==> config.mk <==
export PLATFORM = sky130hd
export DESIGN_NAME = timing_reference_selector
export DESIGN_NICKNAME = d
export VERILOG_FILES = /design/src/timing_ref_pkg.sv /design/src/link_edge_detect.sv /design/src/timing_reference_selector.sv
export VERILOG_INCLUDE_DIRS = /design/src
export SDC_FILE = /design/constraint.sdc
export NUM_CORES = 1
export LEC_CHECK = 0
export BUFFER_PORTS_ARGS = -buffer_cell sky130_fd_sc_hd__buf_2
export CAP_MARGIN = 20
export CORE_MARGIN = 4
export CORE_UTILIZATION = 36
export CTS_CLUSTER_DIAMETER = 60
export DETAILED_ROUTE_END_ITERATION = 16
export SETUP_SLACK_MARGIN = 0.1
export SYNTH_ARGS = -nofsm -noshare
export SYNTH_HDL_FRONTEND = slang
export SYNTH_SLANG_ARGS = --single-unit
==> constraint.sdc <==
create_clock -name ref_clk -period 11.15 [get_ports ref_clk]
set_input_delay 2.23 -clock ref_clk [delete_from_list [all_inputs] [get_ports ref_clk]]
set_output_delay 2.23 -clock ref_clk [all_outputs]
set_load 0.01 [all_outputs]
==> src/timing_ref_params.svh <==
`ifndef TIMING_REF_PARAMS_SVH
`define TIMING_REF_PARAMS_SVH

// candidate source codes (4 bits)
`define SRC_NONE 4'h0
`define SRC_SUPPLY1 4'h1
`define SRC_SUPPLY2 4'h2
`define SRC_INTERNAL 4'h3
`define SRC_LINE0 4'h4
`define NUM_LINES 6
`define NUM_SRC 10

// ranks: lower is better, 4 bits
`define Q_PRS 4'h1
`define Q_STU 4'h2
`define Q_ST2 4'h3
`define G1_ST3 4'h4
`define G1_SMC 4'h5
`define G1_ST4 4'h6
`define G1_DUS 4'h7
`define G2_TNC 4'h4
`define G2_ST3E 4'h5
`define G2_ST3 4'h6
`define G2_SMC 4'h7
`define G2_ST4 4'h8
`define G2_DUS 4'h9

// s1 low nibble codes
`define S1_PRS 4'h1
`define S1_STU 4'h0
`define S1_ST2 4'h7
`define S1_TNC 4'h4
`define S1_ST3E 4'hd
`define S1_ST3 4'ha
`define S1_SMC 4'hc
`define S1_ST4 4'h8
`define S1_DUS 4'hf
`define S1_RES 4'he

// revert wait unit and rate
`define REVERT_UNIT_NS 1000000
`define CLK_PERIOD_NS 25
`define REVERT_UNIT_CYCLES (`REVERT_UNIT_NS / `CLK_PERIOD_NS)

`endif

==> src/timing_ref_pkg.sv <==
`default_nettype none
package timing_ref_pkg;
    typedef enum logic [1:0] {
        MODE_EXTERNAL,
        MODE_LINE,
        MODE_MIXED
    } timing_mode_e;
    typedef logic [3:0] quality_t;
    typedef logic [3:0] source_t;
endpackage
`default_nettype wire

==> src/link_edge_detect.sv <==
`timescale 1ns/100ps
`default_nettype none
// samples a link clock and framing health on ref_clk, flags silence
module link_edge_detect #(
    parameter int TIMEOUT = 64
) (
    input wire logic refClk,
    input wire logic rstn,
    input wire logic linkClk,
    input wire logic linkOk,
    output logic linkGood
);
    logic [2:0] clkSync;
    logic [1:0] okSync;
    logic [$clog2(TIMEOUT+1)-1:0] idle;
    wire riseSeen = clkSync[1] & ~clkSync[2];
    wire timedOut = (idle == TIMEOUT[$clog2(TIMEOUT+1)-1:0]);

    always_ff @(posedge refClk or negedge rstn) begin
        if (!rstn) begin
            clkSync <= 3'h0;
            okSync <= 2'h0;
        end else begin
            clkSync <= {clkSync[1:0], linkClk};
            okSync <= {okSync[0], linkOk};
        end
    end

    // a stalled link clock is a loss of signal
    always_ff @(posedge refClk or negedge rstn) begin
        if (!rstn) begin
            idle <= '0;
        end else if (riseSeen) begin
            idle <= '0;
        end else if (!timedOut) begin
            idle <= idle + 1'b1;
        end
    end

    always_ff @(posedge refClk or negedge rstn) begin
        if (!rstn) begin
            linkGood <= 1'b0;
        end else begin
            linkGood <= okSync[1] & ~timedOut;
        end
    end
endmodule // link_edge_detect
`default_nettype wire

==> src/timing_reference_selector.sv <==
// Operation
// - three prioritized node references, fail over
// - isolated node falls back to internal oscillator
// - timing mode limits eligible references
// - first-generation quality ranking one to seven
// - second-generation quality ranking one to nine
// - reserved message uses provisioned quality
// - quality from S1 byte avoids loops
// - first-generation maps newer codes down
// - revert to primary after wait time
// - only in-service supply facility gives timing
// - selectable line code per supply facility
// - superframe framing disables status messaging
// - per-facility messaging enable
// - send alarm signal at or below floor when messaging is off
// - six prioritized references for supply outputs
// - supply output enabled when in service
`timescale 1ns/100ps
`default_nettype none
`include "timing_ref_params.svh"
module timing_reference_selector #(
    parameter int LINK_TIMEOUT = 64,
    parameter int REVERT_UNIT = `REVERT_UNIT_CYCLES
) (
    input wire logic ref_clk,
    input wire logic rstn,
    input wire timing_ref_pkg::timing_mode_e timingMode,
    input wire logic gen2Set,
    input wire timing_ref_pkg::quality_t reservedQualitySetting,
    input wire logic revertiveEn,
    input wire logic [7:0] revertWaitUnits,
    input wire logic [1:0] supplyInService,
    input wire logic [1:0] supplyB8zs,
    input wire logic [1:0] supplyEsf,
    input wire logic [1:0] supplySsmEn,
    input wire timing_ref_pkg::quality_t alarmSignalQualityFloor,
    input wire timing_ref_pkg::source_t nodeRef1,
    input wire timing_ref_pkg::source_t nodeRef2,
    input wire timing_ref_pkg::source_t nodeRef3,
    input wire logic [23:0] outRefList,
    input wire logic [1:0] supplyClk,
    input wire logic [1:0] supplyFramed,
    input wire logic [7:0] supplySsm,
    input wire logic [5:0] lineClk,
    input wire logic [5:0] lineFramed,
    input wire logic [5:0] lineWorking,
    input wire logic [23:0] lineS1,
    output timing_ref_pkg::source_t nodeSource,
    output logic [1:0] activeRefIndex,
    output timing_ref_pkg::quality_t nodeQuality,
    output logic holdInternal,
    output logic [1:0] supplyOutEnable,
    output logic [1:0] supplyOutAis,
    output logic [1:0] supplyOutB8zs,
    output timing_ref_pkg::source_t supplyOutSource
);
    localparam int RW = $clog2(REVERT_UNIT + 1);

    // map a raw S1 nibble to a rank in the chosen message set
    function automatic timing_ref_pkg::quality_t rank_of(input logic [3:0] s1,
            input logic g2, input timing_ref_pkg::quality_t resQ);
        timing_ref_pkg::quality_t q;
        q = g2 ? `G2_DUS : `G1_DUS;
        if (s1 == `S1_PRS) q = `Q_PRS;
        else if (s1 == `S1_STU) q = `Q_STU;
        else if (s1 == `S1_ST2) q = `Q_ST2;
        else if (s1 == `S1_TNC) q = g2 ? `G2_TNC : `G1_ST3;
        else if (s1 == `S1_ST3E) q = g2 ? `G2_ST3E : `G1_ST3;
        else if (s1 == `S1_ST3) q = g2 ? `G2_ST3 : `G1_ST3;
        else if (s1 == `S1_SMC) q = g2 ? `G2_SMC : `G1_SMC;
        else if (s1 == `S1_ST4) q = g2 ? `G2_ST4 : `G1_ST4;
        else if (s1 == `S1_RES) q = resQ;
        return q;
    endfunction

    function automatic timing_ref_pkg::quality_t dus_of(input logic g2);
        return g2 ? `G2_DUS : `G1_DUS;
    endfunction

    // sources allowed by the current mode
    function automatic logic allowed(input timing_ref_pkg::source_t s,
            input timing_ref_pkg::timing_mode_e m);
        logic a;
        a = 1'b0;
        if (s == `SRC_INTERNAL) a = 1'b1;
        else if (s == `SRC_SUPPLY1 || s == `SRC_SUPPLY2) a = (m != timing_ref_pkg::MODE_LINE);
        else if (s >= `SRC_LINE0 && s < 4'(`NUM_SRC)) a = (m != timing_ref_pkg::MODE_EXTERNAL);
        return a;
    endfunction

    // health from sampled link clocks; framing pins pass two flops inside, clock pins three
    logic [1:0] supplyGood;
    logic [5:0] lineGood;
    genvar gi;
    generate
        for (gi = 0; gi < 2; gi++) begin : g_sup
            link_edge_detect #(.TIMEOUT(LINK_TIMEOUT)) u_det (
                .refClk(ref_clk),
                .rstn(rstn),
                .linkClk(supplyClk[gi]),
                .linkOk(supplyFramed[gi]),
                .linkGood(supplyGood[gi])
            );
        end
        for (gi = 0; gi < `NUM_LINES; gi++) begin : g_line
            link_edge_detect #(.TIMEOUT(LINK_TIMEOUT)) u_det (
                .refClk(ref_clk),
                .rstn(rstn),
                .linkClk(lineClk[gi]),
                .linkOk(lineFramed[gi]),
                .linkGood(lineGood[gi])
            );
        end
    endgenerate

    // S1 values come from the framers on the same clock
    timing_ref_pkg::quality_t srcQ [`NUM_SRC];
    logic [`NUM_SRC-1:0] srcUsable;
    logic [1:0] supplyMsgOn;
    assign supplyMsgOn = supplySsmEn & supplyEsf;

    always_comb begin
        for (int i = 0; i < `NUM_SRC; i++) begin
            srcQ[i] = dus_of(gen2Set);
            srcUsable[i] = 1'b0;
        end
        srcQ[`SRC_INTERNAL] = gen2Set ? `G2_ST3 : `G1_ST3;
        srcUsable[`SRC_INTERNAL] = 1'b1;
        for (int i = 0; i < 2; i++) begin
            // without messaging the supply is taken at unknown traceability
            srcQ[1 + i] = supplyMsgOn[i] ? rank_of(supplySsm[i*4 +: 4], gen2Set,
                reservedQualitySetting) : `Q_STU;
            srcUsable[1 + i] = supplyInService[i] & supplyGood[i]
                & (srcQ[1 + i] != dus_of(gen2Set));
        end
        for (int i = 0; i < `NUM_LINES; i++) begin
            srcQ[`SRC_LINE0 + i] = rank_of(lineS1[i*4 +: 4], gen2Set,
                reservedQualitySetting);
            srcUsable[`SRC_LINE0 + i] = lineWorking[i] & lineGood[i]
                & (srcQ[`SRC_LINE0 + i] != dus_of(gen2Set));
        end
    end

    function automatic logic ok_src(input timing_ref_pkg::source_t s,
            input logic [`NUM_SRC-1:0] u, input timing_ref_pkg::timing_mode_e m);
        return (s < 4'(`NUM_SRC)) && (s != `SRC_NONE) && u[s] && allowed(s, m);
    endfunction

    wire ok1 = ok_src(nodeRef1, srcUsable, timingMode);
    wire ok2 = ok_src(nodeRef2, srcUsable, timingMode);
    wire ok3 = ok_src(nodeRef3, srcUsable, timingMode);
    // first healthy entry in priority order
    wire [1:0] bestIdx = ok1 ? 2'd0 : ok2 ? 2'd1 : ok3 ? 2'd2 : 2'd3;
    wire curOk = (activeRefIndex == 2'd0) ? ok1 : (activeRefIndex == 2'd1) ? ok2
        : (activeRefIndex == 2'd2) ? ok3 : 1'b0;

    // revert timer: counts units while a better reference is back
    logic [RW-1:0] unitCnt;
    logic [7:0] waitCnt;
    wire betterBack = (bestIdx < activeRefIndex) && (activeRefIndex != 2'd3);
    wire unitTick = (unitCnt == RW'(REVERT_UNIT - 1));
    wire waitDone = (waitCnt >= revertWaitUnits);

    logic [1:0] next_activeRefIndex;
    always_comb begin
        next_activeRefIndex = activeRefIndex;
        if (!curOk) begin
            next_activeRefIndex = bestIdx;
        end else if (betterBack && (!revertiveEn || waitDone)) begin
            // non-revertive stays on the working secondary
            next_activeRefIndex = revertiveEn ? bestIdx : activeRefIndex;
        end
    end

    always_ff @(posedge ref_clk or negedge rstn) begin
        if (!rstn) begin
            unitCnt <= '0;
            waitCnt <= 8'h00;
        end else if (!(betterBack && curOk && revertiveEn)) begin
            unitCnt <= '0;
            waitCnt <= 8'h00;
        end else if (unitTick) begin
            unitCnt <= '0;
            waitCnt <= (waitCnt == 8'hff) ? waitCnt : waitCnt + 8'h01;
        end else begin
            unitCnt <= unitCnt + 1'b1;
        end
    end

    wire timing_ref_pkg::source_t selSrc = (next_activeRefIndex == 2'd0) ? nodeRef1
        : (next_activeRefIndex == 2'd1) ? nodeRef2
        : (next_activeRefIndex == 2'd2) ? nodeRef3 : `SRC_INTERNAL;
    wire timing_ref_pkg::quality_t selQ = srcQ[selSrc];

    always_ff @(posedge ref_clk or negedge rstn) begin
        if (!rstn) begin
            activeRefIndex <= 2'd3;
            nodeSource <= `SRC_INTERNAL;
            nodeQuality <= `G1_ST3;
            holdInternal <= 1'b1;
        end else begin
            activeRefIndex <= next_activeRefIndex;
            nodeSource <= selSrc;
            nodeQuality <= selQ;
            holdInternal <= (selSrc == `SRC_INTERNAL);
        end
    end

    // output list: first usable of up to six entries
    logic [3:0] outPick;
    wire timing_ref_pkg::source_t outFirst = outRefList[3:0];
    always_comb begin
        outPick = `SRC_NONE;
        for (int i = 5; i >= 0; i--) begin
            if (ok_src(outRefList[i*4 +: 4], srcUsable, timing_ref_pkg::MODE_MIXED))
                outPick = outRefList[i*4 +: 4];
        end
    end

    // alarm signal when messaging is off and quality at or below floor
    wire [1:0] aisNeed;
    assign aisNeed[0] = ~supplyMsgOn[0] & (selQ >= alarmSignalQualityFloor);
    assign aisNeed[1] = ~supplyMsgOn[1] & (selQ >= alarmSignalQualityFloor);

    always_ff @(posedge ref_clk or negedge rstn) begin
        if (!rstn) begin
            supplyOutEnable <= 2'b00;
            supplyOutAis <= 2'b00;
            supplyOutB8zs <= 2'b00;
            supplyOutSource <= `SRC_NONE;
        end else begin
            supplyOutEnable <= supplyInService;
            supplyOutAis <= aisNeed & supplyInService;
            supplyOutB8zs <= supplyB8zs;
            supplyOutSource <= outPick;
        end
    end

    // is for the operator; mixed mode is accepted as given

    a_isolated_internal: assert property (@(posedge ref_clk) disable iff (!rstn)
        (!ok1 && !ok2 && !ok3) |=> (nodeSource == `SRC_INTERNAL) && holdInternal)
        else $error("isolated node not on internal");
    a_primary_kept: assert property (@(posedge ref_clk) disable iff (!rstn)
        (ok1 && activeRefIndex == 2'd0) |=> activeRefIndex == 2'd0)
        else $error("left healthy primary");
    a_fail_moves: assert property (@(posedge ref_clk) disable iff (!rstn)
        (!curOk && ok2 && !ok1) |=> activeRefIndex == 2'd1)
        else $error("no failover to second");
    a_mode_respected: assert property (@(posedge ref_clk) disable iff (!rstn)
        (activeRefIndex != 2'd3 && curOk) |-> allowed(nodeSource, timingMode)
            || $changed(timingMode) || $changed(nodeRef1) || $changed(nodeRef2)
            || $changed(nodeRef3))
        else $error("source outside timing mode");
    a_no_early_revert: assert property (@(posedge ref_clk) disable iff (!rstn)
        (revertiveEn && curOk && betterBack && !waitDone && revertWaitUnits != 8'h00)
        |=> activeRefIndex == $past(activeRefIndex))
        else $error("revert before wait");
    a_nonrevert_stays: assert property (@(posedge ref_clk) disable iff (!rstn)
        (!revertiveEn && curOk) |=> activeRefIndex == $past(activeRefIndex))
        else $error("non-revertive switched");
    a_out_follows_is: assert property (@(posedge ref_clk) disable iff (!rstn)
        1'b1 |=> supplyOutEnable == $past(supplyInService))
        else $error("output enable lags service");
    a_ais_floor: assert property (@(posedge ref_clk) disable iff (!rstn)
        (supplyInService[0] && !supplyEsf[0] && selQ >= alarmSignalQualityFloor)
        |=> supplyOutAis[0])
        else $error("alarm signal missing in superframe");
    a_oos_silent: assert property (@(posedge ref_clk) disable iff (!rstn)
        (supplyInService != 2'b11)
        |=> ((supplyOutEnable | supplyOutAis) & ~$past(supplyInService)) == 2'b00)
        else $error("out of service output active");
    a_g1_map: assert property (@(posedge ref_clk) disable iff (!rstn)
        (!gen2Set && supplyMsgOn[0] && supplySsm[3:0] == `S1_ST3E)
        |-> srcQ[`SRC_SUPPLY1] == `G1_ST3)
        else $error("newer code not mapped down");

    a_g2_st3e_rank: assert property (@(posedge ref_clk) disable iff (!rstn)
        (gen2Set && supplyMsgOn[0] && supplySsm[3:0] == `S1_ST3E)
        |-> srcQ[`SRC_SUPPLY1] == `G2_ST3E)
        else $error("newer code misranked");
    a_reserved_rank: assert property (@(posedge ref_clk) disable iff (!rstn)
        (supplyMsgOn[0] && supplySsm[3:0] == `S1_RES)
        |-> srcQ[`SRC_SUPPLY1] == reservedQualitySetting)
        else $error("reserved code not provisioned rank");
    a_msg_off_stu: assert property (@(posedge ref_clk) disable iff (!rstn)
        !supplySsmEn[0]
        |-> srcQ[`SRC_SUPPLY1] == `Q_STU)
        else $error("messaging off but code used");
    a_sf_no_msg: assert property (@(posedge ref_clk) disable iff (!rstn)
        !supplyEsf[1]
        |-> srcQ[`SRC_SUPPLY2] == `Q_STU)
        else $error("superframe but code used");
    a_internal_rank: assert property (@(posedge ref_clk) disable iff (!rstn)
        (selSrc == `SRC_INTERNAL)
        |=> nodeQuality == ($past(gen2Set) ? `G2_ST3 : `G1_ST3))
        else $error("internal rank wrong");
    a_never_dus: assert property (@(posedge ref_clk) disable iff (!rstn)
        1'b1 |=> nodeQuality != ($past(gen2Set) ? `G2_DUS : `G1_DUS))
        else $error("do-not-use source selected");
    a_code_follows: assert property (@(posedge ref_clk) disable iff (!rstn)
        1'b1 |=> supplyOutB8zs == $past(supplyB8zs))
        else $error("line code not passed on");
    a_out_first: assert property (@(posedge ref_clk) disable iff (!rstn)
        ok_src(outFirst, srcUsable, timing_ref_pkg::MODE_MIXED)
        |=> supplyOutSource == $past(outFirst))
        else $error("output list skipped usable first");
    a_line_no_supply: assert property (@(posedge ref_clk) disable iff (!rstn)
        (timingMode == timing_ref_pkg::MODE_LINE)
        |-> (selSrc != `SRC_SUPPLY1) && (selSrc != `SRC_SUPPLY2))
        else $error("supply picked in line mode");
    a_ext_no_line: assert property (@(posedge ref_clk) disable iff (!rstn)
        (timingMode == timing_ref_pkg::MODE_EXTERNAL)
        |-> selSrc < `SRC_LINE0)
        else $error("line picked in external mode");
    a_revert_done: assert property (@(posedge ref_clk) disable iff (!rstn)
        (revertiveEn && curOk && betterBack && waitDone)
        |=> activeRefIndex == $past(bestIdx))
        else $error("no revert after wait");
    a_oos_unusable: assert property (@(posedge ref_clk) disable iff (!rstn)
        !supplyInService[0]
        |-> !srcUsable[`SRC_SUPPLY1])
        else $error("out of service supply usable");
    a_unframed_unusable: assert property (@(posedge ref_clk) disable iff (!rstn)
        !lineGood[0] |-> !srcUsable[`SRC_LINE0])
        else $error("failed line usable");
    a_ais_msg_on: assert property (@(posedge ref_clk) disable iff (!rstn)
        supplyMsgOn[1] |=> !supplyOutAis[1])
        else $error("alarm signal with messaging on");

    c_failover: cover property (@(posedge ref_clk) disable iff (!rstn)
        activeRefIndex == 2'd0 ##1 activeRefIndex == 2'd1);
    c_revert: cover property (@(posedge ref_clk) disable iff (!rstn)
        activeRefIndex == 2'd1 ##1 activeRefIndex == 2'd0);
    c_isolated: cover property (@(posedge ref_clk) disable iff (!rstn)
        activeRefIndex == 2'd3 && holdInternal);
    c_ais: cover property (@(posedge ref_clk) disable iff (!rstn) supplyOutAis != 2'b00);
    c_reserved: cover property (@(posedge ref_clk) disable iff (!rstn)
        supplyMsgOn[0] && supplySsm[3:0] == `S1_RES);
endmodule // timing_reference_selector
`default_nettype wire

### Yosys cells after proc, flatten, opt, wreduce, memory -nomap -nowiden

Index checks and enable logic that the tools add are counted.

| word-level totals | value |
|---|---|
| bits in registers | 149 |
| word-level logic and storage cells | 502 |
| output and inout bits | 21 |

| operators by class | value |
|---|---|
| equality and inequality tests | 126 |
| reductions and logical operators | 72 |
| $lt $le $gt $ge | 31 |
| $add $sub $neg | 10 |
| multiplexer cells | 166 |
| bitwise operators | 55 |

Operator list:

| kind | count |
|---|---|
| 4-bit 2-to-1 mux | 87 |
| 4-bit equality test, second input constant | 40 |
| 7-bit 2-to-1 mux | 16 |
| 4-bit by 2-bit equality test with 1-bit output, second input constant | 19 |
| 4-bit by 1-bit equality test with 1-bit output, second input constant | 17 |
| 4-bit by 3-bit equality test with 1-bit output, second input constant | 16 |
| 7-bit by 1-bit adder with 7-bit output, second input constant | 8 |
| 7-bit equality test, second input constant | 8 |
| 4-bit by 5-bit < comparator with 1-bit output, second input constant | 9 |
| 1-bit 2-to-1 mux | 41 |
| 1-bit logical AND | 40 |
| 1-bit binary-select mux with 4-bit select | 9 |
| 4-bit by 3-bit >= comparator with 1-bit output, second input constant | 9 |
| 4-bit < comparator, second input constant | 9 |
| 4-bit nonzero test | 9 |
| 1-bit AND | 34 |
| 4-bit logical NOT | 8 |
| 16-bit 2-to-1 mux | 2 |
| 4-bit inequality test | 8 |
| 8-bit 2-to-1 mux | 3 |
| 2-bit by 1-bit inequality test with 1-bit output, second input constant | 9 |
| 1-bit inverter | 18 |
| 16-bit by 1-bit adder with 16-bit output, second input constant | 1 |
| 4-bit binary-select mux with 4-bit select | 1 |
| 18 further kinds | 39 |

### Longest topological paths before layout

Gate-level depths: netlist of run 1.

| depth | value |
|---|---|
| word-level depth | 36 |
| depth in mapped cells | 30 |
| mapped depth without buffers | 25 |

### Modules after synthesis

Synthesis of run 1 repeated with hierarchy kept, for this count alone.

| unflattened totals | value |
|---|---|
| cells, all modules | 1217 |
| area, all modules | 10528.8 µm² |

Modules (own cells, without submodules):

| module | area an instance (µm²) | cells an instance | times used |
|---|---|---|---|
| timing_reference_selector | 6204.7 | 825 | 1 |
| link_edge_detect | 540.5 | 49 | 8 |

### Worst setup path before layout of run 1

No wires, ideal clock.

| timing | value |
|---|---|
| kind | input to register |
| start point | in reservedQualitySetting[1] |
| end point | reg supplyOutAis[0] |
| library setup time | 123 ps |
| buffers on the path | 2 |
| data required time | 11027 ps |
| data arrival time | 7284 ps |
| stages | 27 |
| setup slack | 3743 ps |
| path through | clkbuf_1 mux2_2 a311oi_1 o221a_2 nor4_4 a211oi_4 a221oi_1 and4bb_1 a311oi_2 nor2_1 ha_1 nor3b_1 o31ai_1 a211o_1 o2bb2ai_2 or2_2 mux2i_1 buf_4 o21bai_1 a21boi_1 o221ai_1 ha_1 nand2b_1 a21o_1 a21o_1 a21oi_1 nor2_1 |

| between the ends | value |
|---|---|
| cells in the longest elaborated chain, start to end | 35 |
| elaborated cells between the ends (all ways) | 127 |

Ends and longest elaborated chain:

| what | line | text |
|---|---|---|
| start: declaration | timing_reference_selector.sv:29 | `input wire timing_ref_pkg::quality_t reservedQualitySetting,` |
| 4-bit 2-to-1 mux | timing_reference_selector.sv:72 | `` else if (s1 == `S1_RES) q = resQ; `` |
| 4-bit 2-to-1 mux | timing_reference_selector.sv:71 | `` else if (s1 == `S1_ST4) q = g2 ? `G2_ST4 : `G1_ST4; `` |
| 4-bit 2-to-1 mux | timing_reference_selector.sv:70 | `` else if (s1 == `S1_SMC) q = g2 ? `G2_SMC : `G1_SMC; `` |
| 4-bit 2-to-1 mux | timing_reference_selector.sv:69 | `` else if (s1 == `S1_ST3) q = g2 ? `G2_ST3 : `G1_ST3; `` |
| 4-bit 2-to-1 mux | timing_reference_selector.sv:68 | `` else if (s1 == `S1_ST3E) q = g2 ? `G2_ST3E : `G1_ST3; `` |
| 4-bit 2-to-1 mux | timing_reference_selector.sv:67 | `` else if (s1 == `S1_TNC) q = g2 ? `G2_TNC : `G1_ST3; `` |
| 4-bit 2-to-1 mux | timing_reference_selector.sv:66 | `` else if (s1 == `S1_ST2) q = `Q_ST2; `` |
| 4-bit 2-to-1 mux | timing_reference_selector.sv:65 | `` else if (s1 == `S1_STU) q = `Q_STU; `` |
| [... 16 more ...] | - |  |
| named net next_activeRefIndex[1] | timing_reference_selector.sv:164 | `logic [1:0] next_activeRefIndex;` |
| [... 1 more ...] | - |  |
| 4-bit 2-to-1 mux (no line) (2 in a row) | - |  |
| 4-bit 2-to-1 mux (no line) * | - |  |
| 4-bit inverter with 5-bit output (implied by the code) * | timing_reference_selector.sv:193 | `wire timing_ref_pkg::quality_t selQ = srcQ[selSrc];` |
| 4-bit binary-select mux with 4-bit select * | timing_reference_selector.sv:193 |  |
| 4-bit 2-to-1 mux (implied by the code) * (2 in a row) | timing_reference_selector.sv:193 |  |
| 4-bit >= comparator * | timing_reference_selector.sv:222 | `assign aisNeed[0] = ~supplyMsgOn[0] & (selQ >= alarmSignalQualityFloor);` |
| 1-bit AND * | timing_reference_selector.sv:222 |  |
| 2-bit AND * | timing_reference_selector.sv:233 | `supplyOutAis <= aisNeed & supplyInService;` |
| end signal: assignment | timing_reference_selector.sv:233 |  |
| end: declaration | timing_reference_selector.sv:53 | `output logic [1:0] supplyOutAis,` |

The timed path passes the listed nets; every way through them passes the cells marked *. The select of a mux whose other input is x is not followed.
A chain may end at the register's enable or synchronous reset.

### Worst setup path after layout of run 1

| timing | value |
|---|---|
| start point | in gen2Set |
| end point | reg supplyOutAis[1] |

| between the ends | value |
|---|---|
| cells in the longest elaborated chain, start to end | 36 |
| elaborated cells between the ends (all ways) | 132 |

Ends and longest elaborated chain:

| what | line | text |
|---|---|---|
| start: declaration | timing_reference_selector.sv:28 | `input wire logic gen2Set,` |
| 4-bit 2-to-1 mux (no line) | - |  |
| 4-bit 2-to-1 mux | timing_reference_selector.sv:72 |  |
| 4-bit 2-to-1 mux | timing_reference_selector.sv:71 |  |
| 4-bit 2-to-1 mux | timing_reference_selector.sv:70 |  |
| 4-bit 2-to-1 mux | timing_reference_selector.sv:69 |  |
| 4-bit 2-to-1 mux | timing_reference_selector.sv:68 |  |
| 4-bit 2-to-1 mux | timing_reference_selector.sv:67 |  |
| 4-bit 2-to-1 mux | timing_reference_selector.sv:66 |  |
| [... 18 more ...] | - |  |
| 4-bit 2-to-1 mux (no line) (3 in a row) | - |  |
| 4-bit inverter with 5-bit output (implied by the code) | timing_reference_selector.sv:193 |  |
| 4-bit binary-select mux with 4-bit select * | timing_reference_selector.sv:193 |  |
| 4-bit 2-to-1 mux (implied by the code) * (2 in a row) | timing_reference_selector.sv:193 |  |
| named net selQ[1] | timing_reference_selector.sv:193 |  |
| 4-bit >= comparator * | timing_reference_selector.sv:223 | `assign aisNeed[1] = ~supplyMsgOn[1] & (selQ >= alarmSignalQualityFloor);` |
| 1-bit AND * | timing_reference_selector.sv:223 |  |
| 2-bit AND * | timing_reference_selector.sv:233 |  |

Marks and branches as above.

==> impl_results.md, run 1 <==
* Status: finished, final reports clean
* # clock sinks at 149
* Initial DRC Count at 600
* Setup tns final at 0 ns
* Core Footprint at 28,630 sq um
* Post-CTS Setup Repair Bufs at 0
* Worst skew pair latency at 0.43 ns
* Worst Max-Slew Pin Slew at 0.8120 ns
* Drt total wl at 26,850 um
* Cts repair resizes at 0
* Tcrit/Tclk final at 0.7652
* RSZ-0062 raised after global routing: no
* Layout Skew at 0.01316 ns
* Yosys warning total at 0
* Routability cong. at 0.8962
* Worst Slack Setup Final at 2.618 ns
* Avg Cell Area, Syn at 8.781 sq um
* Maximum vdd drop at 0.1262 mV
* Antenna Cells at 0
* CTS tree: built
* CP Capture Type: flip-flop
* Synth area leader: dfrtp_1
* # rows at 62
* Initial antenna violation count at 2
* CTS max path bufs at 2
* Max incr delay on CP at 0.52 ns
* CTS Buf Count at 17
* Die height at 178.1 um
* All-Layer GR Usage at 0.1679
* Layout cells sized above 1 at 0.1789
* Internal at 1.108 mW
* Area contributors post-synth: dfrtp_1, nor2_1, ha_1, xnor2_1, nand3_1
* Seq. cell area at 3736 sq um
* Psw at 0.5329 mW
* Max_cap viols at 0
* P&R area growth vs syn at 14.27%
* Top post-synthesis cells by count: dfrtp_1, nor2_1, nand2_1
* Combinational Power Share at 0.258
* Synthesized instance count at 1,186
* Syn_nets at 1,337
* Yosys top cell area share at 0.3436
* Sw Ratio at 0.3247
* Critical path fanouts, max at 42
* CTS Hold Bufs at 0
* Die area at 31,710 sq um
* Pin count of the biggest net entering global routing at 92
* Number of global-route vias before repair at 8,523
* Max frequency at 117.2 MHz
* Setup CP Type: in2reg
* Prevailing post-synth register cell: dfrtp_1
* # fillers at 2,880
* Fin crit period at 8.532 ns
* Total congestion overflow at 0
* Multi-input gate area at 6115 sq um
* Post-route ant nets at 0
* Seq cells post-synth at 149
* Most common cell in the netlist: dfrtp_1
* Slew margin rel. at 0.4587
* Final setup vio count at 0
* Hold Path Cell Cnt at 0
* Slew Viols, Final at 0
* Clk root buf: clkbuf_16
* First-pass GRT wire length at 43,250 um
* Fin Hold WS at 0.3473 ns
* Startpoint Class: input pin
* Clock-pin slew on the worst setup and hold paths at 0.06 ns
* Pwr dens at 137.9 nW/um^2
* Clk pwr share at 0.331
* Vias per inst at 5.399
* WP data arrival at 8.84 ns
* LEAKAGE at 5.276 nW
* Min-Delay Path Class: reg2reg
* Port bufs at 140
* Vias at 9,076
* Crit. path cell count at 26
* Bufs and invs on worst path at 3
* Cell family with the largest share of critical-path delay: compound AO/OA/AOI/OAI gates
* # DRC at 0
* DP Wirelength at 20,150 um
* DR WL/cell at 15.97 um
* R2R depth at 23
* CP max stage cell: buf_2
* # IOs at 141
* Die Width at 178.1 um
* Most common cell type on the critical path: nor2_1
* Critical Path RT at 11.46 ns
* Total power at 1.641 mW
* 1st-pass router iterations at 8
* Mapped Area at 10,410 sq um
* Post-synth cell types at 99
* Final hold vios at 0
* Fraction of registers with async set/reset at 1.000
* Sequential area share after synthesis at 0.3588
* Pre-CTS worst setup slack at 2.224 ns
* Initial Util at 0.3638
* Post-synth EDFFs at 0
* Sequential Power Share at 0.410
* H-tree depth at 4
* Nets at 1,435
==> layout make-up <==
cell class / instances / share of cell area
timing repair buffer: 143 / 0.06130
clock buffer: 17 / 0.03575
tap: 384 / 0.04037
sequential: 149 / 0.3140
inverter: 71 / 0.02240
clock inverter: 15 / 0.01241
multi-input combinational: 902 / 0.5138
==> per-stage QoR <==
stage	util	area (sq um)	instances
floorplan	-	10410	1186
global placement	0.3957	11330	1649
detailed placement	0.3957	11330	1649
CTS	0.4157	11900	1681
global route	0.4157	11900	1681
finish	0.4157	11900	1681
==> power by group through the flow <==
stage,registers [mW],logic (mW),clock network [mW]
after floorplan,0.674,0.295,0
final,0.674,0.424,0.543
after CTS,0.674,0.428,0.562
after detailed placement,0.682,0.425,0
after global routing,0.684,0.479,0.588
after global placement,0.683,0.418,0
==> kinds of logic (layout without fill, tap and decap cells) <==
group | after synthesis | count (layout) | share of synthesized area
compound gates | 275 | 275 | 0.1964
xor+xnor | 65 | 65 | 0.05467
fa+ha+maj | 31 | 31 | 0.03725
buf+inv | 135 | 246 | 0.05443
flops | 149 | 149 | 0.3588
mux | 38 | 38 | 0.04494
simple gates | 493 | 493 | 0.2535
==> state kept, by name (all words and copies together) (netlist names), 4 cells and up <==
name	cells
g_line.u_det.idle	42
waitCnt	8
g_sup.u_det.okSync	4
g_sup.u_det.clkSync	6
nodeSource	4
g_sup.u_det.idle	14
unitCnt	16
g_line.u_det.clkSync	18
g_line.u_det.okSync	12
g_line.u_det.linkGood	6
nodeQuality	4
supplyOutSource	4
==> routing by layer <==
layer  vias up  track usage  wire, um
met2       272       0.2651     12460
met5         -            0        24
met4         4      0.06381       822
li1       4478            -         -
met1      4271       0.2288     11970
met3        51      0.03222      1571
==> cell usage in the layout, fill, tap and decap left out, types with 6 or more instances in the layout <==
cell and n:
a22o_1 6, and3_1 24, o21ai_0 38, o211ai_1 12
nor2b_1 27, a211o_1 6, a31oi_1 11, clkbuf_16 17
nor2_1 140, nor3b_1 10, xnor2_1 35, nand4b_1 12
ha_1 31, a311oi_1 13, nand3b_1 9, a21boi_0 6
or3_1 6, o211a_1 8, a21oi_1 57, a22oi_1 8
a21o_1 9, o31ai_1 10, buf_2 139, a211oi_1 9
dfstp_2 6, o21ai_1 8, mux2_2 10, a311o_1 6
nand3_1 59, and2_1 15, dfrtp_1 143, inv_1 68
xor2_1 30, nor4_1 9, nand4_1 9, nor3_1 31
mux2i_1 21, nand2b_1 32, nand2_1 69
==> worst paths after layout <==
kind | startpoint | slack (ns) | end
setup / recovery | gen2Set | 2.62 | supplyOutAis[1]
hold / removal | g_line[1].u_det.okSync[0] | 0.35 | g_line[1].u_det.okSync[1]
setup reg to reg | g_line[5].u_det.linkGood | 5.60 | supplyOutAis[1]
hold reg to reg | g_line[1].u_det.okSync[0] | 0.35 | g_line[1].u_det.okSync[1]
max in group asynchronous | rstn | 8.00 | supplyOutEnable[1]
min in group asynchronous | rstn | 1.89 | g_line[1].u_det.idle[4]
==> worst register-to-register path: cells and delay by family, from the launching register on <==
kind,cells,cell delay [ns]
and+or+nand+nor,8,1.07
muxes,2,0.50
AOI/OAI and AO/OA,10,2.71
buffers and inverters,1,0.30
adders and majority gates,2,0.52
DFF,1,0.32
Power figures use the tool's default switching activity.
==> run 2, diff against run 1 <==
Clock period 11.15 ns to 8.7 ns, I/O delays scaled along.
==> impl_results.md, run 2 (synthesis gave the netlist of run 1 again) <==
* # clock sinks at 149 (unchanged)
* CTS Buf Count at 17 (unchanged)
* CP Capture Type: flip-flop
* Fin crit period at 7.982 ns
* WP data arrival at 8.29 ns (-0.55 ns)
* Port bufs at 140 (unchanged)
* Slew Viols, Final at 0 (unchanged)
* CTS Hold Bufs at 0 (unchanged)
* # rows at 62 (unchanged)
* Initial Util at 0.3638 (unchanged)
* # fillers at 2,843 (-1.3%)
* Status: finished, final reports clean
* Placed cells at 1,657 (+0.49%)
* Drt total wl at 27,110 um (+1.0%)
* Vias at 9,229 (+1.7%)
* Fin area at 12,070 sq um (+1.4%)
* All-Layer GR Usage at 0.1707 (+0.002849)
* Max frequency at 125.3 MHz
* DP Wirelength at 20,460 um (+1.5%)
* Max incr delay on CP at 0.75 ns (+0.23 ns)
* Setup CP Type: in2reg
* DR WL/cell at 16.02 um (+0.34%)
* CP max stage cell: mux2i_2
* Final hold vios at 0 (unchanged)
* Die area at 31,710 sq um (unchanged)
* Core Footprint at 28,630 sq um (unchanged)
* Largest register FFs at 42 (unchanged)
* Post-route ant nets at 0 (unchanged)
* Routability cong. at 0.8990 (+0.31%)
* LEAKAGE at 5.373 nW (+1.8%)
* CTS tree: built
* Top reg by flops: g_line.u_det.idle
* RSZ-0062 raised after global routing: no
* 1st-pass router iterations at 5 (-3)
* Pin count of the biggest net entering global routing at 77 (-16%)
* Final setup vio count at 0 (unchanged)
* Pwr dens at 184.8 nW/um^2 (+34%)
* Commonest non-fill, non-tap cells in the layout: dfrtp_1, nor2_1, buf_2, nand2_1, inv_1
* Number of global-route vias before repair at 8,505 (-0.21%)
* # IOs at 141 (unchanged)
* Biggest regs: g_line.u_det.idle (42), g_line.u_det.clkSync (18), unitCnt (16)
* Post-CTS Setup Repair Bufs at 0 (unchanged)
* CTS max path bufs at 2 (unchanged)
* Layout Skew at 0.01237 ns (-0.0007896 ns)
* Cts repair resizes at 0 (unchanged)
* Initial antenna violation count at 4 (+2)
* P&R area growth vs syn at 15.87%
* Layout Cells excl Fill at 1,692 (+0.65%)
* Total congestion overflow at 0 (unchanged)
* Die height at 178.1 um (unchanged)
* Vias per inst at 5.454 (+1.0%)
* Die Width at 178.1 um (unchanged)
* Setup tns final at 0 ns (unchanged)
* Bufs and invs on worst path at 2 (-1)
* Startpoint Class: input pin
* H-tree depth at 4 (unchanged)
* Critical Path RT at 9.01 ns (-2.45 ns)
* Critical path fanouts, max at 28 (-33%)
* Tcrit/Tclk final at 0.9175
* First-pass GRT wire length at 43,880 um (+1.5%)
* Slew margin rel. at 0.3756 (-0.08306)
* Commonest non-fill, non-tap cell in the layout: dfrtp_1
* Max_cap viols at 0 (unchanged)
* # DRC at 0 (unchanged)
* Placed Area at 11,390 sq um (+0.53%)
* Worst Max-Slew Pin Slew at 0.9365 ns (+0.1246 ns)
* Min-Delay Path Class: reg2reg
* FF-to-FF setup slack at 2.87 ns (-2.73 ns)
* Layout cells sized above 1 at 0.1839 (+0.005034)
* Clock-pin slew on the worst setup and hold paths at 0.06 ns (about the same)
* Cell family with the largest share of critical-path delay: compound AO/OA/AOI/OAI gates
* Initial DRC Count at 794 (+32%)
* Worst skew pair latency at 0.42 ns (about the same)
* Nets at 1,443 (+0.56%)
* Clk root buf: clkbuf_16
* Maximum vdd drop at 0.2455 mV (+94%)
run 2: cell types whose count changed in the layout (fill, tap and decap cells not counted):
cell / before / now
buf_4: 3 / 11
clkbuf_8: 0 / 2
diode_2: 0 / 3
clkinvlp_4: 4 / 1
inv_6: 5 / 3
bufinv_16: 1 / 5
clkinv_4: 5 / 4
run 2: stage by stage:
| step | hold slack (ns) | setup slack (ns) | power [mW] | util |
|---|---|---|---|---|
| finish | 0.3468 | 0.7176 | 2.231 | 0.4215 |
| global route | 0.3552 | 0.2421 | 2.366 | 0.4214 |
| CTS | 0.3501 | 0.7829 | 2.254 | 0.4213 |
| detailed placement | 0.3358 | 0.3524 | 1.424 | 0.3978 |
| global placement | 0.3323 | 0.5282 | 1.416 | 0.3978 |
| floorplan | 0.3312 | 1.783 | 1.242 | - |
run 2: final timing paths:
check                                     startpoint                         to  depth (start not counted)
max                                          gen2Set            supplyOutAis[0]                         26
min                        g_line[1].u_det.okSync[0]  g_line[1].u_det.okSync[1]                          0
max reg2reg                 g_line[1].u_det.linkGood            supplyOutAis[0]                         22
min reg2reg                g_line[1].u_det.okSync[0]  g_line[1].u_det.okSync[1]                          0
max in group asynchronous                       rstn  g_sup[0].u_det.clkSync[1]                          2
min in group asynchronous                       rstn    g_line[1].u_det.idle[6]                          1
run 2: power breakdown:
part           total [mW]  internal, mW  switching [mW]
logic               0.550         0.240           0.310
registers           0.862         0.785          0.0765
clock network       0.819         0.529           0.290
run 2: final cells by class:
class	count	area, sq um	area share
tap	384	480.5	0.03982
antenna	3	7.507	0.0006221
clock buffer	19	452.9	0.03754
sequential	149	3736	0.3096
clock inverter	13	219.0	0.01815
timing repair buffer	151	789.5	0.06543
multi-input combinational	902	6115	0.5067
inverter	71	266.5	0.02209
run 2: metal layers:
metal / global-route usage / up-vias / wire length, um
met5: 0 / - / 25
met4: 0.06478 / 4 / 711
met3: 0.03285 / 54 / 1546
met2: 0.2736 / 264 / 12790
met1: 0.2292 / 4410 / 12040
li1: - / 4497 / -
run 2: worst reg2reg max path, cell delays in order (launching register included):
cell and delay (ns):
dfrtp_1 0.32, nand2_1 0.14, a41o_1 0.24, nor2_1 0.43
nand3_1 0.13, and4bb_1 0.23, a311oi_2 0.39, nor2_1 0.11
ha_1 0.21, nor3b_1 0.19, o31ai_1 0.14, a211o_1 0.27
nand2_1 0.08, o32a_1 0.41, mux2i_2 0.75, mux2i_1 0.28
a211oi_1 0.11, a311oi_1 0.40, ha_1 0.32, a21o_1 0.15
a21o_1 0.17, a21oi_1 0.17, nor2_1 0.07
